[config.mk]
export PLATFORM = sky130hd
export DESIGN_NAME = mio_cfg_top
export DESIGN_NICKNAME = d
export VERILOG_FILES = /design/src/mio_pkg.sv /design/src/mio_sync3.sv /design/src/mio_cfg_top.sv
export SDC_FILE = /design/constraint.sdc
export NUM_CORES = 1
export LEC_CHECK = 0
export ABC_AREA = 1
export BUFFER_PORTS_ARGS = -buffer_cell sky130_fd_sc_hd__buf_4
export CORE_MARGIN = 10
export CORE_UTILIZATION = 26
export DETAILED_ROUTE_END_ITERATION = 12
export PLACE_DENSITY_LB_ADDON = 0.25
export RECOVER_POWER = 50
export SETUP_SLACK_MARGIN = 0.5
export SLEW_MARGIN = 20
export SYNTH_ARGS = -nofsm -noshare
export SYNTH_HDL_FRONTEND = slang
export SYNTH_SLANG_ARGS = --single-unit
[constraint.sdc]
create_clock -name mclk -period 10.2 [get_ports mclk]
set_input_delay 2.04 -clock mclk [delete_from_list [all_inputs] [get_ports mclk]]
set_output_delay 2.04 -clock mclk [all_outputs]
set_load 0.005 [all_outputs]
[src/mio_pkg.sv]
// Constants and types shared by the configuration block and its pin synchroniser
package mio_pkg;

  // Clock and timing
  localparam int unsigned CLK_PERIOD_NS = 20;
  localparam int unsigned XTAL_STAB_NS  = 8_000_000;
  // Longest wait rounds down to whole cycles
  localparam int unsigned XTAL_STAB_CYC = XTAL_STAB_NS / CLK_PERIOD_NS;
  localparam int unsigned STAB_W        = 19;
  localparam logic [2:0]  INIT_CYC      = 3'h5;

  // Configuration index values
  localparam logic [7:0] IDX_FER = 8'h00;
  localparam logic [7:0] IDX_FAR = 8'h01;
  localparam logic [7:0] IDX_PTR = 8'h02;
  localparam logic [7:0] UNMAPPED_RD = 8'h00;

  // Index/data pair locations per base strap
  localparam logic [9:0] CFG_IDX_ADDR0 = 10'h398;
  localparam logic [9:0] CFG_IDX_ADDR1 = 10'h26E;

  // Parallel port ranges
  localparam logic [1:0] LPT_SEL_378 = 2'h0;
  localparam logic [1:0] LPT_SEL_3BC = 2'h1;
  localparam logic [1:0] LPT_SEL_278 = 2'h2;
  localparam logic [1:0] LPT_SEL_RSV = 2'h3;
  localparam logic [9:0] LPT_BASE_378 = 10'h378;
  localparam logic [9:0] LPT_BASE_3BC = 10'h3BC;
  localparam logic [9:0] LPT_BASE_278 = 10'h278;

  // Serial port ranges
  localparam logic [9:0] COM1_BASE = 10'h3F8;
  localparam logic [9:0] COM2_BASE = 10'h2F8;
  localparam logic [9:0] COM3_BASE0 = 10'h3E8;
  localparam logic [9:0] COM3_BASE1 = 10'h338;
  localparam logic [9:0] COM3_BASE2 = 10'h2E8;
  localparam logic [9:0] COM3_BASE3 = 10'h220;
  localparam logic [9:0] COM4_BASE0 = 10'h2E8;
  localparam logic [9:0] COM4_BASE1 = 10'h238;
  localparam logic [9:0] COM4_BASE2 = 10'h2E0;
  localparam logic [9:0] COM4_BASE3 = 10'h228;

  // Function enable field positions
  localparam int unsigned FER_LPT   = 0;
  localparam int unsigned FER_UART1 = 1;
  localparam int unsigned FER_UART2 = 2;
  localparam int unsigned FER_FDC   = 3;

  // Reset values of the upper enable bits and the address register
  localparam logic [3:0] FER_HI_RST = 4'h0;
  localparam logic [7:0] FAR_RST    = 8'h00;

  // Function address select layout
  typedef struct packed {
    logic [1:0] com34_sel;
    logic [1:0] uart2_com;
    logic [1:0] uart1_com;
    logic [1:0] lpt_sel;
  } mio_far_t;

  // Power and test control layout
  typedef struct packed {
    logic mode_ext;
    logic lock;
    logic uart2_test;
    logic uart1_test;
    logic lpt_irq7;
    logic pin_cs;
    logic xtal_sel;
    logic soft_pd;
  } mio_ptr_t;

  localparam mio_ptr_t PTR_RST = '0;

  // Crystal control states
  typedef enum logic [2:0] {
    MIO_XS_RUN  = 3'h1,
    MIO_XS_STOP = 3'h2,
    MIO_XS_STAB = 3'h4
  } mio_xs_t;

endpackage

[src/mio_sync3.sv]
// Three-stage pin synchroniser that accepts a change once stages two and three agree
`timescale 1ns/1ps
`default_nettype none
module mio_sync3 #(
  parameter int unsigned    W       = 1,
  parameter logic [W-1:0]   RST_VAL = '0
) (
  input  wire logic         mclk,
  input  wire logic         rst_n,
  input  wire logic [W-1:0] pin_in,
  output var  logic [W-1:0] level_out
);
  import mio_pkg::*;

  logic [W-1:0] s1_ff;
  logic [W-1:0] s2_ff;
  logic [W-1:0] s3_ff;
  logic [W-1:0] lvl_ff;
  logic [W-1:0] nxt_lvl;

  // Take stage two only where it matches stage three, else hold
  assign nxt_lvl = ((s2_ff ^~ s3_ff) & s2_ff) | ((s2_ff ^ s3_ff) & lvl_ff);

  // Stage one feeds stage two only, so metastability stays contained
  always_ff @(posedge mclk or negedge rst_n)
  begin
    if (!rst_n)
    begin
      s1_ff  <= RST_VAL;
      s2_ff  <= RST_VAL;
      s3_ff  <= RST_VAL;
      lvl_ff <= RST_VAL;
    end
    else
    begin
      s1_ff  <= pin_in;
      s2_ff  <= s1_ff;
      s3_ff  <= s2_ff;
      lvl_ff <= nxt_lvl;
    end
  end

  assign level_out = lvl_ff;
endmodule
`default_nettype wire

[src/mio_cfg_top.sv]
// Configuration registers, address map and power control of the multi-function I/O device
// Contract
// - address bits 1:0 place parallel port; code 11 reserved, interrupt undriven.
// - AT mode gives IRQ5 for 378/278, IRQ7 for 3BC; XT always IRQ7.
// - power/test bit 3 moves 378 range interrupt to IRQ7 only.
// - address bits 3:2 pick first UART COM1 to COM4.
// - address bits 5:4 pick second UART COM number, same coding.
// - address bits 7:6 pick COM3/COM4 ranges; COM3 IRQ4, COM4 IRQ3.
// - power/test bit 0 powers down enabled functions; registers kept.
// - bit 1 chooses clocks-only stop or crystal stop on power-down.
// - crystal restart needs about 8 ms settling; clocks-only stop needs none.
// - power/test bit 2 turns shared pin into chip-select output.
// - UART test bits drive baud clock on serial out when LCR7 set.
// - lock bit blocks config writes; only hardware reset clears it.
// - bit 7 selects port mode; resets to inverse of mode strap.
// - single function clock stops on disable, strap, or FDC low power.
// - all enabled clocks stop on pin or soft power-down, crystal select 0.
// - clocks of disabled functions stay off always.
// - crystal stops on no enables, crystal-select power-down, or all straps high.
// - FDC request-for-master held clear until crystal settles.
// - UART clock resumes with enable set, no soft or pin power-down; code also needs no FDC low power with crystal select.
// - FDC clock resumes with enable set, no soft or pin power-down, no FDC low power.
// - enable bits 1..3 gate access and power of UARTs and FDC.
// - base strap places index/data pair at 398h or 26Eh.
`timescale 1ns/1ps
`default_nettype none
module mio_cfg_top #(
  parameter int unsigned STAB_CYC = mio_pkg::XTAL_STAB_CYC
) (
  input  wire logic       mclk,
  input  wire logic       rst_n,
  input  wire logic [9:0] isa_addr,
  input  wire logic       isa_aen,
  input  wire logic       isa_ior_n,
  input  wire logic       isa_iow_n,
  input  wire logic [7:0] isa_data_in,
  output var  logic [7:0] isa_data_out,
  output var  logic       isa_data_oe_n,
  input  wire logic       config_base_strap,
  input  wire logic       port_mode_strap_pin,
  input  wire logic [4:0] config_strap_pins,
  input  wire logic       xt_mode_pin,
  input  wire logic       power_down_pin_n,
  output var  logic       chip_select_out_pin_n,
  output var  logic       chip_select_oe_n,
  input  wire logic       uart1_sout_raw,
  input  wire logic       uart1_baudout,
  input  wire logic       uart1_lcr7,
  input  wire logic       uart2_sout_raw,
  input  wire logic       uart2_baudout,
  input  wire logic       uart2_lcr7,
  input  wire logic       fdc_low_power_cmd,
  input  wire logic       fdc_rate_low_power,
  output var  logic       serial_out_first,
  output var  logic       serial_out_second,
  output var  logic [7:0] function_enable_reg,
  output var  logic [9:0] lpt_base,
  output var  logic       lpt_irq7_sel,
  output var  logic       lpt_irq_oe_n,
  output var  logic       port_extended_mode,
  output var  logic [9:0] uart1_base,
  output var  logic       uart1_irq4_sel,
  output var  logic [9:0] uart2_base,
  output var  logic       uart2_irq4_sel,
  output var  logic       uart1_clk_en,
  output var  logic       uart2_clk_en,
  output var  logic       fdc_clk_en,
  output var  logic       xtal_stop,
  output var  logic       fdc_rqm_hold
);
  import mio_pkg::*;

  // Base address of a serial port from its COM number and the COM3/4 choice
  function automatic logic [9:0] com_base(input logic [1:0] com, input logic [1:0] sel);
    logic [9:0] b;
    b = COM1_BASE;
    case (com)
      2'h0: b = COM1_BASE;
      2'h1: b = COM2_BASE;
      2'h2: b = (sel == 2'h0) ? COM3_BASE0 : (sel == 2'h1) ? COM3_BASE1 :
                (sel == 2'h2) ? COM3_BASE2 : COM3_BASE3;
      default: b = (sel == 2'h0) ? COM4_BASE0 : (sel == 2'h1) ? COM4_BASE1 :
                   (sel == 2'h2) ? COM4_BASE2 : COM4_BASE3;
    endcase
    return b;
  endfunction

  // COM1 and COM3 share IRQ4, COM2 and COM4 share IRQ3
  function automatic logic com_irq4(input logic [1:0] com);
    return ~com[0];
  endfunction

  // Reset release through two flops
  logic rs1_ff;
  logic rst_sync_n;
  always_ff @(posedge mclk or negedge rst_n)
  begin
    if (!rst_n)
    begin
      rs1_ff     <= 1'b0;
      rst_sync_n <= 1'b0;
    end
    else
    begin
      rs1_ff     <= 1'b1;
      rst_sync_n <= rs1_ff;
    end
  end

  // Pin synchronisers: strobes and power-down idle high, straps idle low
  logic [2:0] ctl_lvl;
  logic [6:0] strap_lvl;
  mio_sync3 #(.W(3), .RST_VAL(3'h7)) u_ctl_sync (
    .mclk      (mclk),
    .rst_n     (rst_sync_n),
    .pin_in    ({power_down_pin_n, isa_iow_n, isa_ior_n}),
    .level_out (ctl_lvl)
  );
  mio_sync3 #(.W(7), .RST_VAL(7'h00)) u_strap_sync (
    .mclk      (mclk),
    .rst_n     (rst_sync_n),
    .pin_in    ({port_mode_strap_pin, config_base_strap, config_strap_pins}),
    .level_out (strap_lvl)
  );

  wire ior_l = ctl_lvl[0];
  wire iow_l = ctl_lvl[1];
  wire power_down_pin_l = ctl_lvl[2];

  // Straps are captured once the synchroniser has settled after release
  logic [2:0] init_cnt_ff;
  wire init_done = (init_cnt_ff == INIT_CYC);
  wire capture = (init_cnt_ff == INIT_CYC - 3'h1);

  logic [7:0]  fer_ff;
  mio_far_t    far_ff;
  mio_ptr_t    ptr_ff;
  logic [7:0]  index_ff;
  logic        base_sel_ff;
  logic        ior_q_ff;
  logic        iow_q_ff;

  // Index/data decode for the strap-chosen location
  wire [9:0] idx_addr = base_sel_ff ? CFG_IDX_ADDR1 : CFG_IDX_ADDR0;
  wire       hit_idx = !isa_aen && (isa_addr == idx_addr);
  wire       hit_dat = !isa_aen && (isa_addr == idx_addr + 10'h001);
  wire       rd_go = init_done && ior_q_ff && !ior_l;
  wire       wr_go = init_done && iow_q_ff && !iow_l;
  wire       wr_dat = wr_go && hit_dat && !ptr_ff.lock;

  // Selected register for data reads; unknown indexes read a fixed value
  wire [7:0] rd_reg = (index_ff == IDX_FER) ? fer_ff :
                      (index_ff == IDX_FAR) ? far_ff :
                      (index_ff == IDX_PTR) ? ptr_ff : UNMAPPED_RD;
  wire [7:0] rd_val = hit_idx ? index_ff : rd_reg;

  // The lock bit is sticky: a write may set it, never clear it
  mio_ptr_t nxt_ptr;
  always_comb
  begin
    nxt_ptr = isa_data_in;
    nxt_ptr.lock = isa_data_in[6] | ptr_ff.lock;
  end

  // Initialisation, strobe history and index register
  always_ff @(posedge mclk or negedge rst_sync_n)
  begin
    if (!rst_sync_n)
    begin
      init_cnt_ff <= 3'h0;
      ior_q_ff    <= 1'b1;
      iow_q_ff    <= 1'b1;
      index_ff    <= IDX_FER;
    end
    else
    begin
      init_cnt_ff <= init_done ? init_cnt_ff : init_cnt_ff + 3'h1;
      ior_q_ff    <= ior_l;
      iow_q_ff    <= iow_l;
      if (wr_go && hit_idx)
        index_ff <= isa_data_in;
    end
  end

  // Configuration registers; straps set power-up enables and port mode
  always_ff @(posedge mclk or negedge rst_sync_n)
  begin
    if (!rst_sync_n)
    begin
      fer_ff      <= '0;
      far_ff      <= FAR_RST;
      ptr_ff      <= PTR_RST;
      base_sel_ff <= 1'b0;
    end
    else if (capture)
    begin
      fer_ff      <= {FER_HI_RST, ~strap_lvl[3:0]};
      ptr_ff.mode_ext <= ~strap_lvl[6];
      base_sel_ff <= strap_lvl[5];
    end
    else if (wr_dat)
    begin
      if (index_ff == IDX_FER)
        fer_ff <= isa_data_in;
      if (index_ff == IDX_FAR)
        far_ff <= isa_data_in;
      if (index_ff == IDX_PTR)
        ptr_ff <= nxt_ptr;
    end
  end

  // Read data is captured at strobe start and driven until it ends
  logic [7:0] dout_ff;
  logic       doe_n_ff;
  always_ff @(posedge mclk or negedge rst_sync_n)
  begin
    if (!rst_sync_n)
    begin
      dout_ff  <= 8'h00;
      doe_n_ff <= 1'b1;
    end
    else if (rd_go && (hit_idx || hit_dat))
    begin
      dout_ff  <= rd_val;
      doe_n_ff <= 1'b0;
    end
    else if (ior_l)
      doe_n_ff <= 1'b1;
  end

  // Power-down sources; the pin only counts in power-down function
  wire pin_pd  = !ptr_ff.pin_cs && !power_down_pin_l;
  wire pd_all  = ptr_ff.soft_pd || pin_pd;
  wire fdc_lp  = fdc_low_power_cmd || fdc_rate_low_power;
  wire no_en   = (fer_ff[FER_FDC:FER_UART1] == 3'h0);
  // Crystal stops on no enables, or on power-down or FDC low power with crystal select; straps all high clear every enable
  wire xtal_req = init_done && (no_en || (ptr_ff.xtal_sel && (pd_all || fdc_lp)));

  // Each clock needs its enable and no power-down; disabled stays off
  wire u1_on = fer_ff[FER_UART1] && !pd_all && !xtal_req;
  wire u2_on = fer_ff[FER_UART2] && !pd_all && !xtal_req;
  wire fd_on = fer_ff[FER_FDC] && !pd_all && !xtal_req && !fdc_lp;

  // Crystal state: settling only follows a crystal stop, not a clock stop
  mio_xs_t            xs_ff;
  mio_xs_t            nxt_xs;
  logic [STAB_W-1:0]  stab_cnt_ff;
  logic [STAB_W-1:0]  nxt_stab;
  localparam logic [STAB_W-1:0] STAB_LOAD = STAB_W'(STAB_CYC - 1);

  always_comb
  begin
    nxt_xs = xs_ff;
    nxt_stab = stab_cnt_ff;
    case (xs_ff)
      MIO_XS_RUN:
        if (xtal_req)
          nxt_xs = MIO_XS_STOP;
      MIO_XS_STOP:
        if (!xtal_req)
        begin
          nxt_xs = MIO_XS_STAB;
          nxt_stab = STAB_LOAD;
        end
      MIO_XS_STAB:
        if (xtal_req)
          nxt_xs = MIO_XS_STOP;
        else if (stab_cnt_ff == '0)
          nxt_xs = MIO_XS_RUN;
        else
          nxt_stab = stab_cnt_ff - 1'b1;
      default:
        nxt_xs = MIO_XS_RUN;
    endcase
  end

  always_ff @(posedge mclk or negedge rst_sync_n)
  begin
    if (!rst_sync_n)
    begin
      xs_ff       <= MIO_XS_RUN;
      stab_cnt_ff <= '0;
    end
    else
    begin
      xs_ff       <= nxt_xs;
      stab_cnt_ff <= nxt_stab;
    end
  end

  // Address map and interrupt routing
  wire [1:0] lsel = far_ff.lpt_sel;
  wire [9:0] lpt_b = (lsel == LPT_SEL_3BC) ? LPT_BASE_3BC :
                     (lsel == LPT_SEL_278) ? LPT_BASE_278 : LPT_BASE_378;
  wire lpt_i7 = xt_mode_pin || (lsel == LPT_SEL_3BC) ||
                ((lsel == LPT_SEL_378) && ptr_ff.lpt_irq7);
  // Chip select follows any strobe aimed at the configuration pair
  wire cs_act = ptr_ff.pin_cs && (!ior_l || !iow_l) && (hit_idx || hit_dat);

  // Registered outputs; clock changes take effect one cycle later
  logic [7:0] fer_o_ff;
  logic [9:0] lpt_b_ff;
  logic [9:0] u1_b_ff;
  logic [9:0] u2_b_ff;
  logic       lpt_i7_ff;
  logic       lpt_oe_n_ff;
  logic       u1_i4_ff;
  logic       u2_i4_ff;
  logic       so1_ff;
  logic       so2_ff;
  logic       u1_clk_ff;
  logic       u2_clk_ff;
  logic       fd_clk_ff;
  logic       xstop_ff;
  logic       rqm_ff;
  logic       cs_n_ff;
  logic       cs_oe_n_ff;
  always_ff @(posedge mclk or negedge rst_sync_n)
  begin
    if (!rst_sync_n)
    begin
      fer_o_ff    <= '0;
      lpt_b_ff    <= LPT_BASE_378;
      u1_b_ff     <= COM1_BASE;
      u2_b_ff     <= COM1_BASE;
      lpt_i7_ff   <= 1'b0;
      lpt_oe_n_ff <= 1'b1;
      u1_i4_ff    <= 1'b1;
      u2_i4_ff    <= 1'b1;
      so1_ff      <= 1'b1;
      so2_ff      <= 1'b1;
      u1_clk_ff   <= 1'b0;
      u2_clk_ff   <= 1'b0;
      fd_clk_ff   <= 1'b0;
      xstop_ff    <= 1'b0;
      rqm_ff      <= 1'b1;
      cs_n_ff     <= 1'b1;
      cs_oe_n_ff  <= 1'b1;
    end
    else
    begin
      fer_o_ff    <= fer_ff;
      lpt_b_ff    <= lpt_b;
      u1_b_ff     <= com_base(far_ff.uart1_com, far_ff.com34_sel);
      u2_b_ff     <= com_base(far_ff.uart2_com, far_ff.com34_sel);
      lpt_i7_ff   <= lpt_i7;
      lpt_oe_n_ff <= (lsel == LPT_SEL_RSV) || !fer_ff[FER_LPT];
      u1_i4_ff    <= com_irq4(far_ff.uart1_com);
      u2_i4_ff    <= com_irq4(far_ff.uart2_com);
      so1_ff      <= (ptr_ff.uart1_test && uart1_lcr7) ? uart1_baudout : uart1_sout_raw;
      so2_ff      <= (ptr_ff.uart2_test && uart2_lcr7) ? uart2_baudout : uart2_sout_raw;
      u1_clk_ff   <= u1_on;
      u2_clk_ff   <= u2_on;
      fd_clk_ff   <= fd_on;
      xstop_ff    <= (nxt_xs == MIO_XS_STOP);
      rqm_ff      <= (nxt_xs != MIO_XS_RUN);
      cs_n_ff     <= !cs_act;
      cs_oe_n_ff  <= !ptr_ff.pin_cs;
    end
  end

  assign isa_data_out          = dout_ff;
  assign isa_data_oe_n         = doe_n_ff;
  assign function_enable_reg   = fer_o_ff;
  assign lpt_base              = lpt_b_ff;
  assign lpt_irq7_sel          = lpt_i7_ff;
  assign lpt_irq_oe_n          = lpt_oe_n_ff;
  assign port_extended_mode    = ptr_ff.mode_ext;
  assign uart1_base            = u1_b_ff;
  assign uart2_base            = u2_b_ff;
  assign uart1_irq4_sel        = u1_i4_ff;
  assign uart2_irq4_sel        = u2_i4_ff;
  assign serial_out_first      = so1_ff;
  assign serial_out_second     = so2_ff;
  assign uart1_clk_en          = u1_clk_ff;
  assign uart2_clk_en          = u2_clk_ff;
  assign fdc_clk_en            = fd_clk_ff;
  assign xtal_stop             = xstop_ff;
  assign fdc_rqm_hold          = rqm_ff;
  assign chip_select_out_pin_n = cs_n_ff;
  assign chip_select_oe_n      = cs_oe_n_ff;
endmodule
`default_nettype wire

# --- Word-level counts from Yosys, hierarchy flattened ---
# Index checks and enable logic that the tools add are counted.
# W data, S select, Z words.
op_classes:
  addsub: 3
  n_eq_ne: 23
  muxes: 34
  bitwise: 16
  reduce_logical: 62
ops:
  columns: ["cell", "count"]
  rows:
  - ["$mux W8", 13]
  - ["$mux W19", 3]
  - ["$pmux W9 S3", 2]
  - ["$mux W9", 5]
  - ["$pmux W19 S2", 1]
  - ["$logic_and A1 B1 Y1", 25]
  - ["$eq A10 B10 Y1", 2]
  - ["$logic_not A19 Y1", 1]
  - ["$sub A19 B1 Y19 const B", 1]
  - ["$and A7 B7 Y7", 2]
  - ["$mux W3", 4]
  - ["$logic_not A1 Y1", 11]
  - ["$add A10 B1 Y10 const B", 1]
  - ["$eq A2 B2 Y1 const B", 5]
  - ["$reduce_bool A2 Y1", 5]
  - ["$eq A3 B3 Y1 const B", 3]
  - ["$logic_or A1 B1 Y1", 9]
  - ["$pmux W3 S3", 1]
  - ["$eq A2 B1 Y1 const B", 4]
  - ["$eq A8 B1 Y1 const B", 1]
  - ["$eq A8 B2 Y1 const B", 1]
  - ["$logic_not A2 Y1", 4]
  - ["$logic_not A8 Y1", 1]
  - ["$or A7 B7 Y7", 1]
  - ["19 further kinds", 32]
totals:
  register_bits: 162
  input_bits: 40
  out_inout_bits: 61
  elab_cells: 187

# --- Depth between registers and ports, before layout ---
# Gate-level depths: netlist of run 1.
depth:
  depth_word: 10
  mapped_depth: 11
  ltp_nobuf: 11

# --- Modules after synthesis ---
# A second synthesis of run 1 with hierarchy kept.
unflattened:
  hier_cells: 744
  area_unflattened_um2: 6595.1
modules_own_cells:
  columns: ["mod", "n_inst", "cells_each", "area_each_um2", "seq_area_each_um2"]
  rows:
  - ["mio_cfg_top", 1, 664, 5341.4, 2605.0]
  - ["mio_sync3 (u_strap_sync)", 1, 56, 867.1, 700.7]
  - ["mio_sync3 (u_ctl_sync)", 1, 24, 386.6, 315.3]

# --- Worst setup path after synthesis of run 1 ---
# Ideal clock, no wire load.
synth_timing:
  path_type: "input-to-reg"
  from: "input port isa_aen"
  to: "register index_ff[7]"
  setup_ps: 119
  t_arrival_ps: 2944
  required_time_ps: 10081
  slack_ps: 7137
  stages: 7
  path_buffers: 1
  cell_sequence: "nand3b_1 -> nor2_4 -> and2_4 -> nand3_4 -> buf_6 -> nand2_1 -> o21ai_2"
synth_between:
  elab_chain_cells: 3
synth_lines:
  columns: ["item", "line", "rtl"]
  rows:
  - ["start: declaration", "mio_cfg_top.sv:33", "input wire logic isa_aen,"]
  - ["$logic_not A1 Y1", "mio_cfg_top.sv:145", "wire hit_idx = !isa_aen && (isa_addr == idx_addr);"]
  - ["$logic_and A1 B1 Y1", "mio_cfg_top.sv:145", null]
  - ["$logic_and A1 B1 Y1", "mio_cfg_top.sv:180", "if (wr_go && hit_idx)"]
  - ["end signal: assignment", "mio_cfg_top.sv:181", "index_ff <= isa_data_in;"]
  - ["end: declaration", "mio_cfg_top.sv:138", "logic [7:0] index_ff;"]
# No other way between the ends.
# A chain may end at the register's enable or synchronous reset.

==> results of run 1 <==
-- area by class of cell --
type / instances / area (sq um)
Fill cell: 2604 / 16500
Sequential cell: 139 / 3520
Multi-Input combinational cell: 460 / 2440
Timing Repair Buffer: 86 / 638
Clock buffer: 18 / 429
Tap cell: 324 / 405
Inverter: 92 / 347
Clock inverter: 14 / 165
Antenna cell: 1 / 2.50
-- layer usage --
layer	up-vias	share of wire, %
met1	2150	44
met2	84	48
met4	0	1.8
li1	2367	-
met3	15	5.4
met5	-	0
-- worst reg2reg max path: cells and delay by family, from the launching register on --
family | cells | cell delay (ns)
buf+inv | 2 | 3.13
flops | 1 | 1.11
-- layout by cell type (no fill, tap or decap), types with 4 or more instances in the layout --
| cell type | count |
|---|---|
| clkinvlp_4 | 4 |
| inv_1 | 85 |
| nand3_2 | 4 |
| o21ai_1 | 7 |
| dfstp_2 | 31 |
| nor2_4 | 7 |
| clkbuf_16 | 17 |
| o21ai_0 | 13 |
| o2111ai_1 | 8 |
| nor2_2 | 4 |
| conb_1 | 17 |
| a21o_1 | 10 |
| xnor2_1 | 4 |
| nand3_4 | 4 |
| nand2_2 | 9 |
| or2_2 | 4 |
| clkinv_4 | 4 |
| inv_2 | 6 |
| a21oi_1 | 8 |
| clkbuf_4 | 13 |
| nand2_1 | 189 |
| buf_4 | 71 |
| dfrtp_1 | 105 |
| nand3_1 | 55 |
| nor2_1 | 64 |
| o21ai_2 | 18 |
| ha_1 | 13 |
-- stage by stage --
stage	instance area (sq um)	total power, W	util [%]
3_3_place_gp	7360	0.000665	30.1
4_1_cts	7960	0.00130	32.5
6_report	7950	0.00127	32.5
2_1_floorplan	6580	0.000635	-
3_5_place_dp	7360	0.000666	30.1
5_1_grt	7950	0.00133	32.5
-- power by group --
part           switching (W)  total (W)  internal [W]  leakage, nW
Combinational      0.0000387  0.0000668     0.0000280         2.11
Clock               0.000254   0.000620      0.000366        0.277
Sequential         0.0000131   0.000587      0.000574         1.68
-- path summary, 6_finish.rpt --
kind,start,slack (ns),depth (start not counted),to
max,rst_sync_n,5.98,2,far_ff[6]
min in group asynchronous,rst_sync_n,0.48,0,lpt_irq7_sel
min,u_strap_sync.s1_ff[0],0.35,0,u_strap_sync.s2_ff[0]
min reg2reg,u_strap_sync.s1_ff[0],0.35,0,u_strap_sync.s2_ff[0]
max in group mclk,isa_aen,7.10,7,far_ff[6]
max reg2reg,rst_sync_n,5.98,2,far_ff[6]
-- cells by family (layout without fill, tap and decap cells) --
logic type / count (synthesis) / after routing
xor gates and xnor gates: 5 / 5
and+or+nand+nor: 359 / 359
other: 2 / 18
AOI/OAI and AO/OA: 66 / 66
DFF: 139 / 139
buffers and inverters: 125 / 210
adders and majority gates: 13 / 13
==> impl_metrics.env, run 1 <==
export IMPL_status="finished with violations"
export IMPL_failed_checks="max-capacitance violations, max-slew violations"
export IMPL_synth_adder_area_share_pct=2.49
export IMPL_cts_resized=0
export IMPL_post_place_ws_ns=6.62
export IMPL_crit_fanout=56
export IMPL_fmaxAchievable_mhz=237
export IMPL_yosys_area_top_type="dfrtp_1"
export IMPL_synth_xor_area_share_pct=0.672
export IMPL_dp_cells=1101
export IMPL_die_w_microns=178
export IMPL_root_buffer="clkbuf_16"
export IMPL_slew_viol_final=55
export IMPL_final_cell_count_no_fill=1134
export IMPL_setup_violations=0
export IMPL_ys_seq_elements=139
export IMPL_die_area_sq_um=31800
export IMPL_timing_hold_worst_class="register to register"
export IMPL_syn_area_per_cell_sq_um=9.20
export IMPL_grt_max_degree=57
export IMPL_met3_usage_pct=3.13
export IMPL_finalCritPeriodShare_pct=41.4
export IMPL_hold_viol=0
export IMPL_drt_iter0_drc=233
export IMPL_slew_headroom_pct=-99.2
export IMPL_portBuffers=83
export IMPL_arrival_ns=4.69
export IMPL_clkLatencyLatePin_ns=0.42
export IMPL_drc=0
export IMPL_drt_total_wl_microns=15500
export IMPL_hpwl_microns=11400
export IMPL_synthTopCellsByArea="dfrtp_1 40%, dfstp_2 14%, nand2_1 11%, inv_1 4.8%, nand3_1 4.2%"
export IMPL_io_pins=101
export IMPL_peakVddDrop_v=0.0000841
export IMPL_fin_ws_ns=5.98
export IMPL_timing_hold_ws_ns=0.348
export IMPL_async_flop_share_pct=100
export IMPL_crit_chain="clkbuf_1, buf_4"
export IMPL_p_per_area_nw_per_um2=160
export IMPL_worstSetupPathType="register to asynchronous set/reset pin"
export IMPL_drive_above_1_share_pct=26.1
export IMPL_slowest_stage="clkbuf_1"
export IMPL_ys_seq_area_share_pct=54.0
export IMPL_grt_pass1_wl_microns=26000
export IMPL_grt_setup_unrepaired="false"
export IMPL_grt_ovfl_total=0
export IMPL_period_needed_ns=4.22
export IMPL_worst_slew_pin_slew_ns=2.99
export IMPL_grt_usage_pct=10.5
export IMPL_fin_tns_setup_ns=0
export IMPL_cts_tree="built"
export IMPL_routabilityCongestion=0.757
export IMPL_postSynthCellCount=709
export IMPL_start_util_pct=26.7
export IMPL_area_growth_pct=21.9
export IMPL_synth_top_family_by_area="simple AND/OR/NAND/NOR gates"
export IMPL_htree_levels=4
export IMPL_cp_end_kind="asynchronous set/reset pin"
export IMPL_numCtsBuffers=17
export IMPL_synthFlopType="dfrtp_1"
export IMPL_gr_max_usage_layer="met2"
export IMPL_synthTopCellsByCount="188 x nand2_1, 105 x dfrtp_1, 84 x inv_1"
export IMPL_yosysMostFrequentCell="nand2_1"
export IMPL_postRouteAntennaNets=0
export IMPL_die_h_microns=178
export IMPL_antenna_found_initial=0
export IMPL_cts_setup_buffers=0
export IMPL_cp_top_family="buffers and inverters"
export IMPL_cts_clk_slew_worst_paths_ns=0.06
export IMPL_synthDominantCellAreaShare_pct=40.3
export IMPL_synth_edff_count=0
export IMPL_dr_total_vias=4616
export IMPL_grtUsageMet2_pct=16.9
export IMPL_met1_usage_pct=12.8
export IMPL_core_rowCount=57
export IMPL_synth_mux_area_share_pct=0
export IMPL_ys_types=38
export IMPL_top_register="stab_cnt_ff"
export IMPL_nets=849
export IMPL_routedWlPerCell_microns=13.7
export IMPL_maxCapViolCount=1
export IMPL_viasPerCell=4.07
export IMPL_mappedNetlistArea_sq_um=6520
export IMPL_finClkSkew_ns=0.00804
export IMPL_grt_pass1_vias=4855
export IMPL_synth_compound_area_share_pct=6.99
export IMPL_crit_buf_inv=2
export IMPL_cts_buffer_depth=2
export IMPL_largest_reg_flops=19
export IMPL_critical_path_max_stage_delay_ns=2.17
export IMPL_p_leak_nw=4.06
export IMPL_synth_simple_area_share_pct=26.3
export IMPL_hold_buffers=0
export IMPL_first_pass_iters=5
export IMPL_cts_sinks=139
export IMPL_required_ns=10.67
export IMPL_ys_warn_count=0
export IMPL_coreArea_sq_um=24500
export IMPL_start_kind="register"
No activity file was read; power rests on OpenSTA's default activity.
==> inputs of run 2 (changes only) <==
==> constraint.sdc (replaced) <==
create_clock -name mclk -period 4 [get_ports mclk]
set_input_delay 0.8 -clock mclk [delete_from_list [all_inputs] [get_ports mclk]]
set_output_delay 0.8 -clock mclk [all_outputs]
set_load 0.005 [all_outputs]
==> run 2 against run 1 <==
The flow now finishes without violations; clock skew grew 0.0055 ns; utilization grew 0.19 points; via count grew 0.93%; sequential share of layout area shrank 0.22 points; die area is the same; critical path type is now input port to register; clock power grew to 2.8 times the previous value; cell area grew 0.60%; clock-buffer cell count grew 2; routed wire length grew 1.0%; register-to-register slack lost 4.2 ns; critical endpoint unchanged; non-clock buffer count shrank 1.
==> impl_metrics.env, run 2 (same netlist as run 1, synthesis figures left out) <==
export IMPL_fin_tns_setup_ns=0
export IMPL_fin_ws_ns=1.63
export IMPL_grt_pass1_vias=4793
export IMPL_grt_usage_pct=10.6
export IMPL_root_buffer="clkbuf_16"
export IMPL_start_util_pct=26.7
export IMPL_die_h_microns=178
export IMPL_slew_viol_final=0
export IMPL_portBuffers=83
export IMPL_drt_iter0_drc=322
export IMPL_crit_fanout=16
export IMPL_routabilityCongestion=0.765
export IMPL_slew_headroom_pct=27.2
export IMPL_largest_reg_flops=19
export IMPL_worstSetupPathType="input port to register"
export IMPL_seq_area_sq_um=3520
export IMPL_routedWlPerCell_microns=13.8
export IMPL_die_area_sq_um=31800
export IMPL_cts_sinks=139
export IMPL_cts_clk_slew_worst_paths_ns=0.06
export IMPL_htree_levels=4
export IMPL_hold_viol=0
export IMPL_status="completed"
export IMPL_area_growth_pct=22.6
export IMPL_antenna_found_initial=0
export IMPL_period_needed_ns=2.37
export IMPL_arrival_ns=2.68
export IMPL_p_per_area_nw_per_um2=425
export IMPL_r2r_start="base_sel_ff"
export IMPL_rrSetupSlack_ns=1.73
export IMPL_n_antenna_cell=0
export IMPL_numCtsBuffers=17
export IMPL_worstReg2RegEnd="far_ff[6]"
export IMPL_cp_end_kind="register"
export IMPL_setup_violations=0
export IMPL_viasPerCell=4.12
export IMPL_drt_total_wl_microns=15700
export IMPL_io_pins=101
export IMPL_peakVddDrop_v=0.000236
export IMPL_coreArea_sq_um=24500
export IMPL_maxCapViolCount=0
export IMPL_grt_pass1_wl_microns=26300
export IMPL_hpwl_microns=11200
export IMPL_multi_input_area_sq_um=2430
export IMPL_finalCritPeriodShare_pct=59.4
export IMPL_timing_hold_worst_class="input port to asynchronous set/reset pin"
export IMPL_grt_setup_unrepaired="false"
export IMPL_start_kind="input port"
export IMPL_first_pass_iters=4
export IMPL_ff2ff_path_depth=8
export IMPL_fillers=2576
export IMPL_drc=0
export IMPL_cts_tree="built"
export IMPL_clkLatencyLatePin_ns=0.43
export IMPL_core_rowCount=57
export IMPL_finClkSkew_ns=0.0135
export IMPL_cts_buffer_depth=2
export IMPL_worst_slew_pin_slew_ns=1.09
export IMPL_fmaxAchievable_mhz=421
export IMPL_drive_above_1_share_pct=26.0
export IMPL_hold_buffers=0
export IMPL_nets=848
export IMPL_cts_setup_buffers=0
export IMPL_p_leak_nw=4.10
export IMPL_grt_max_degree=73
export IMPL_post_place_ws_ns=1.66
export IMPL_grt_ovfl_total=0
export IMPL_fin_util_pct=32.7
export IMPL_die_w_microns=178
export IMPL_layout_common_cells="190 x nand2_1, 104 x dfrtp_1, 85 x inv_1, 74 x buf_4, 65 x nor2_1"
export IMPL_dr_total_vias=4659
export IMPL_top_register="stab_cnt_ff"
export IMPL_cts_resized=0
export IMPL_postRouteAntennaNets=0
export IMPL_final_common_cell="nand2_1"
export IMPL_crit_path_start="isa_aen"
export IMPL_required_ns=4.30
-- run 2: worst max-delay path by stage --
| stage | to | cells past startpoint |
|---|---|---|
| 6_report | far_ff[6] | 7 |
| 5_1_grt | far_ff[4] | 7 |
| 3_3_place_gp | far_ff[3] | 7 |
| 2_1_floorplan | base_sel_ff | 0 |
| 4_1_cts | stab_cnt_ff[12] | 9 |
| 3_5_place_dp | stab_cnt_ff[9] | 10 |
-- run 2: final cells by class --
| cell class | count | share of cell area [%] |
|---|---|---|
| inverters | 92 | 4.33 |
| well taps | 324 | 5.07 |
| flip-flops and latches | 139 | 44.1 |
| multi-input cells | 460 | 30.4 |
| repair buffers | 85 | 8.09 |
| clock inverters | 12 | 2.32 |
| clock buffers | 20 | 5.71 |
-- run 2: worst max-delay path, cell delays in order --
cell      delay, ns
buf_4          0.10
nand3b_1       0.15
nor2_1         0.83
and2_4         0.34
nand3_4        0.23
nand2_1        0.15
o21ai_2        0.06
-- run 2: through the flow --
step | std cells | instance area (sq um) | power, W | hold slack (ns)
detailed placement | 1100 | 7370 | 0.00170 | 0.336
global placement | 1100 | 7370 | 0.00170 | 0.335
finish | 1132 | 8000 | 0.00340 | 0.143
CTS | 1132 | 8010 | 0.00346 | 0.119
floorplan | 724 | 6580 | 0.00162 | 0.331
global route | 1132 | 8000 | 0.00355 | 0.135
-- run 2: report_power, final --
part | leakage (nW) | switching (W) | internal (W)
registers | 1.67 | 0.0000399 | 0.00146
clock network | 0.312 | 0.000647 | 0.00109
logic | 2.11 | 0.0000914 | 0.0000724
total | 4.10 | 0.000778 | 0.00262
-- run 2: layer usage --
metal	GRT usage (%)	part of all wire, %	routed length, microns
met5	0	0	0
met4	3.00	0.93	146
met3	3.13	4.3	672
met2	16.9	49	7640
met1	13.5	46	7220
==> inputs of run 3 (changes only) <==
==> constraint.sdc (replaced) <==
create_clock -name mclk -period 2.5 [get_ports mclk]
set_input_delay 0.5 -clock mclk [delete_from_list [all_inputs] [get_ports mclk]]
set_output_delay 0.5 -clock mclk [all_outputs]
set_load 0.005 [all_outputs]
==> run 3 against run 2 <==
Final cell count rose by 0.35%; sequential share of layout area increased by 0.35 points; clock power up 37%; critical endpoint is now stab_cnt_ff[7]; largest cell class unchanged.
==> impl_metrics.env, run 3 (same netlist as run 1, synthesis figures left out) <==
export IMPL_cpMostUsedCell="nand2_1"
export IMPL_cp_top_family="simple AND/OR/NAND/NOR gates"
export IMPL_maxCapViolCount=0
export IMPL_die_area_sq_um=31800
export IMPL_hold_viol=0
export IMPL_htree_levels=4
export IMPL_die_w_microns=178
export IMPL_numCtsBuffers=17
export IMPL_crit_chain="ha_1, nand2_1, clkinv_2, nand2_2, nand3_4, inv_2, nand2_1, nand2_1"
export IMPL_cts_buffer_depth=2
export IMPL_p_leak_nw=4.05
export IMPL_timing_hold_worst_class="input port to register"
export IMPL_slowest_stage="dfrtp_1"
export IMPL_grt_pass1_wl_microns=25500
export IMPL_arrival_ns=2.21
export IMPL_grt_max_degree=63
export IMPL_crit_fanout=17
export IMPL_largest_reg_flops=19
export IMPL_grt_ovfl_total=0
export IMPL_final_cell_count_no_fill=1136
export IMPL_p_per_area_nw_per_um2=635
export IMPL_period_needed_ns=1.86
export IMPL_critical_path_max_stage_delay_ns=0.42
export IMPL_die_h_microns=178
export IMPL_cp_num_cells=8
export IMPL_fillers=2585
export IMPL_root_buffer="clkbuf_16"
export IMPL_finalCritPeriodShare_pct=74.5
export IMPL_final_common_cell="nand2_1"
export IMPL_worstSetupPathType="register to register"
export IMPL_slew_viol_final=0
export IMPL_clkLatencyLatePin_ns=0.42
export IMPL_routedWlPerCell_microns=13.7
export IMPL_drt_total_wl_microns=15500
export IMPL_hold_depth=1
export IMPL_drt_iter0_drc=264
export IMPL_cts_clk_slew_worst_paths_ns=0.06
export IMPL_drive_above_1_share_pct=26.1
export IMPL_first_pass_iters=4
export IMPL_area_growth_pct=21.6
export IMPL_io_pins=101
export IMPL_core_rowCount=57
export IMPL_coreArea_sq_um=24500
export IMPL_nets=852
export IMPL_hpwl_microns=11400
export IMPL_fmaxAchievable_mhz=537
export IMPL_crit_buf_inv=2
export IMPL_peakVddDrop_v=0.000390
export IMPL_cts_sinks=139
export IMPL_required_ns=2.85
export IMPL_start_util_pct=26.7
export IMPL_cts_setup_buffers=0
export IMPL_slew_headroom_pct=41.7
export IMPL_viasPerCell=4.11
export IMPL_grt_setup_unrepaired="false"
export IMPL_grt_pass1_vias=4753
export IMPL_portBuffers=83
export IMPL_n_antenna_cell=0
export IMPL_postRouteAntennaNets=0
export IMPL_layout_common_cells="189 x nand2_1, 104 x dfrtp_1, 85 x inv_1, 76 x buf_4, 64 x nor2_1"
export IMPL_finClkSkew_ns=0.00901
export IMPL_routabilityCongestion=0.756
export IMPL_dp_cells=1103
export IMPL_fin_ws_ns=0.638
export IMPL_top_register="stab_cnt_ff"
export IMPL_setup_violations=0
export IMPL_cp_end_kind="register"
export IMPL_fin_tns_setup_ns=0
export IMPL_drc=0
export IMPL_grt_usage_pct=10.3
export IMPL_ff2ff_path_depth=8
export IMPL_start_kind="register"
export IMPL_antenna_found_initial=0
export IMPL_dr_total_vias=4665
export IMPL_cts_tree="built"
export IMPL_post_place_ws_ns=0.482
export IMPL_status="completed"
export IMPL_worst_slew_pin_slew_ns=0.874
## run 3: cell types whose count changed in the layout (fill, tap and decap cells not counted), sizes merged
cell / delta
buf: +1
clkinv: -1
clkbuf: +4
bufinv: -3
dlygate4sd3: +1
clkinvlp: +4
inv: -2
## run 3: repair_timing
action,CTS,global route
endpoints found under the setup margin,0,15
hold endpoints to repair,2,0
gates resized for setup,0,1
hold buffers,1,0
## run 3: where the power goes
| part | leakage, nW | total [W] | internal (W) | switching (W) |
|---|---|---|---|---|
| clock | 0.253 | 0.00237 | 0.00139 | 0.000971 |
| combinational | 2.12 | 0.000273 | 0.000117 | 0.000157 |
| sequential | 1.67 | 0.00240 | 0.00234 | 0.0000555 |
## run 3: through the flow
step                      util, %  hold WS (ns)  total power, W  area [sq um]
after floorplan                 -         0.204         0.00259          6580
after global placement       30.2         0.283         0.00272          7390
after detailed placement     30.2         0.284         0.00272          7390
after CTS                    32.5         0.162         0.00515          7950
after global routing         32.4         0.171         0.00528          7930
final                        32.4         0.191         0.00504          7930
## run 3: final cells by class
class / count / area (sq um) / share of cell area (%)
Sequential cell: 139 / 3520 / 44.4
Multi-Input combinational cell: 460 / 2440 / 30.8
Timing Repair Buffer: 89 / 663 / 8.36
Clock buffer: 22 / 454 / 5.73
Tap cell: 324 / 405 / 5.11
Inverter: 92 / 347 / 4.37
Clock inverter: 10 / 95.1 / 1.20
## run 3: path summary, 6_finish.rpt
| kind | slack (ns) | start | to |
|---|---|---|---|
| max | 0.64 | init_cnt_ff[0] | stab_cnt_ff[7] |
| min | 0.19 | power_down_pin_n | u_ctl_sync.s1_ff[2] |
| max reg2reg | 0.64 | init_cnt_ff[0] | stab_cnt_ff[7] |
| min reg2reg | 0.32 | rst_sync_n | fdc_clk_en |
| max in group asynchronous | 0.85 | rst_sync_n | stab_cnt_ff[7] |
| min in group asynchronous | 0.32 | rst_sync_n | fdc_clk_en |
## run 3: per-layer routing
layer | up-vias | part of all wire [%] | routed length, microns | global-route usage [%]
met5 | - | 0 | 0 | 0
met4 | 0 | 0.62 | 97 | 3.34
met3 | 6 | 5.0 | 778 | 2.92
met2 | 88 | 49 | 7660 | 17.1
met1 | 2192 | 45 | 7000 | 12.6
li1 | 2379 | - | - | -
## run 3: worst register-to-register path, cell delays in order (launching register included)
cell and delay, ns:
dfrtp_1 0.42, ha_1 0.22, nand2_1 0.16, clkinv_2 0.17
nand2_2 0.18, nand3_4 0.22, inv_2 0.28, nand2_1 0.09
nand2_1 0.07
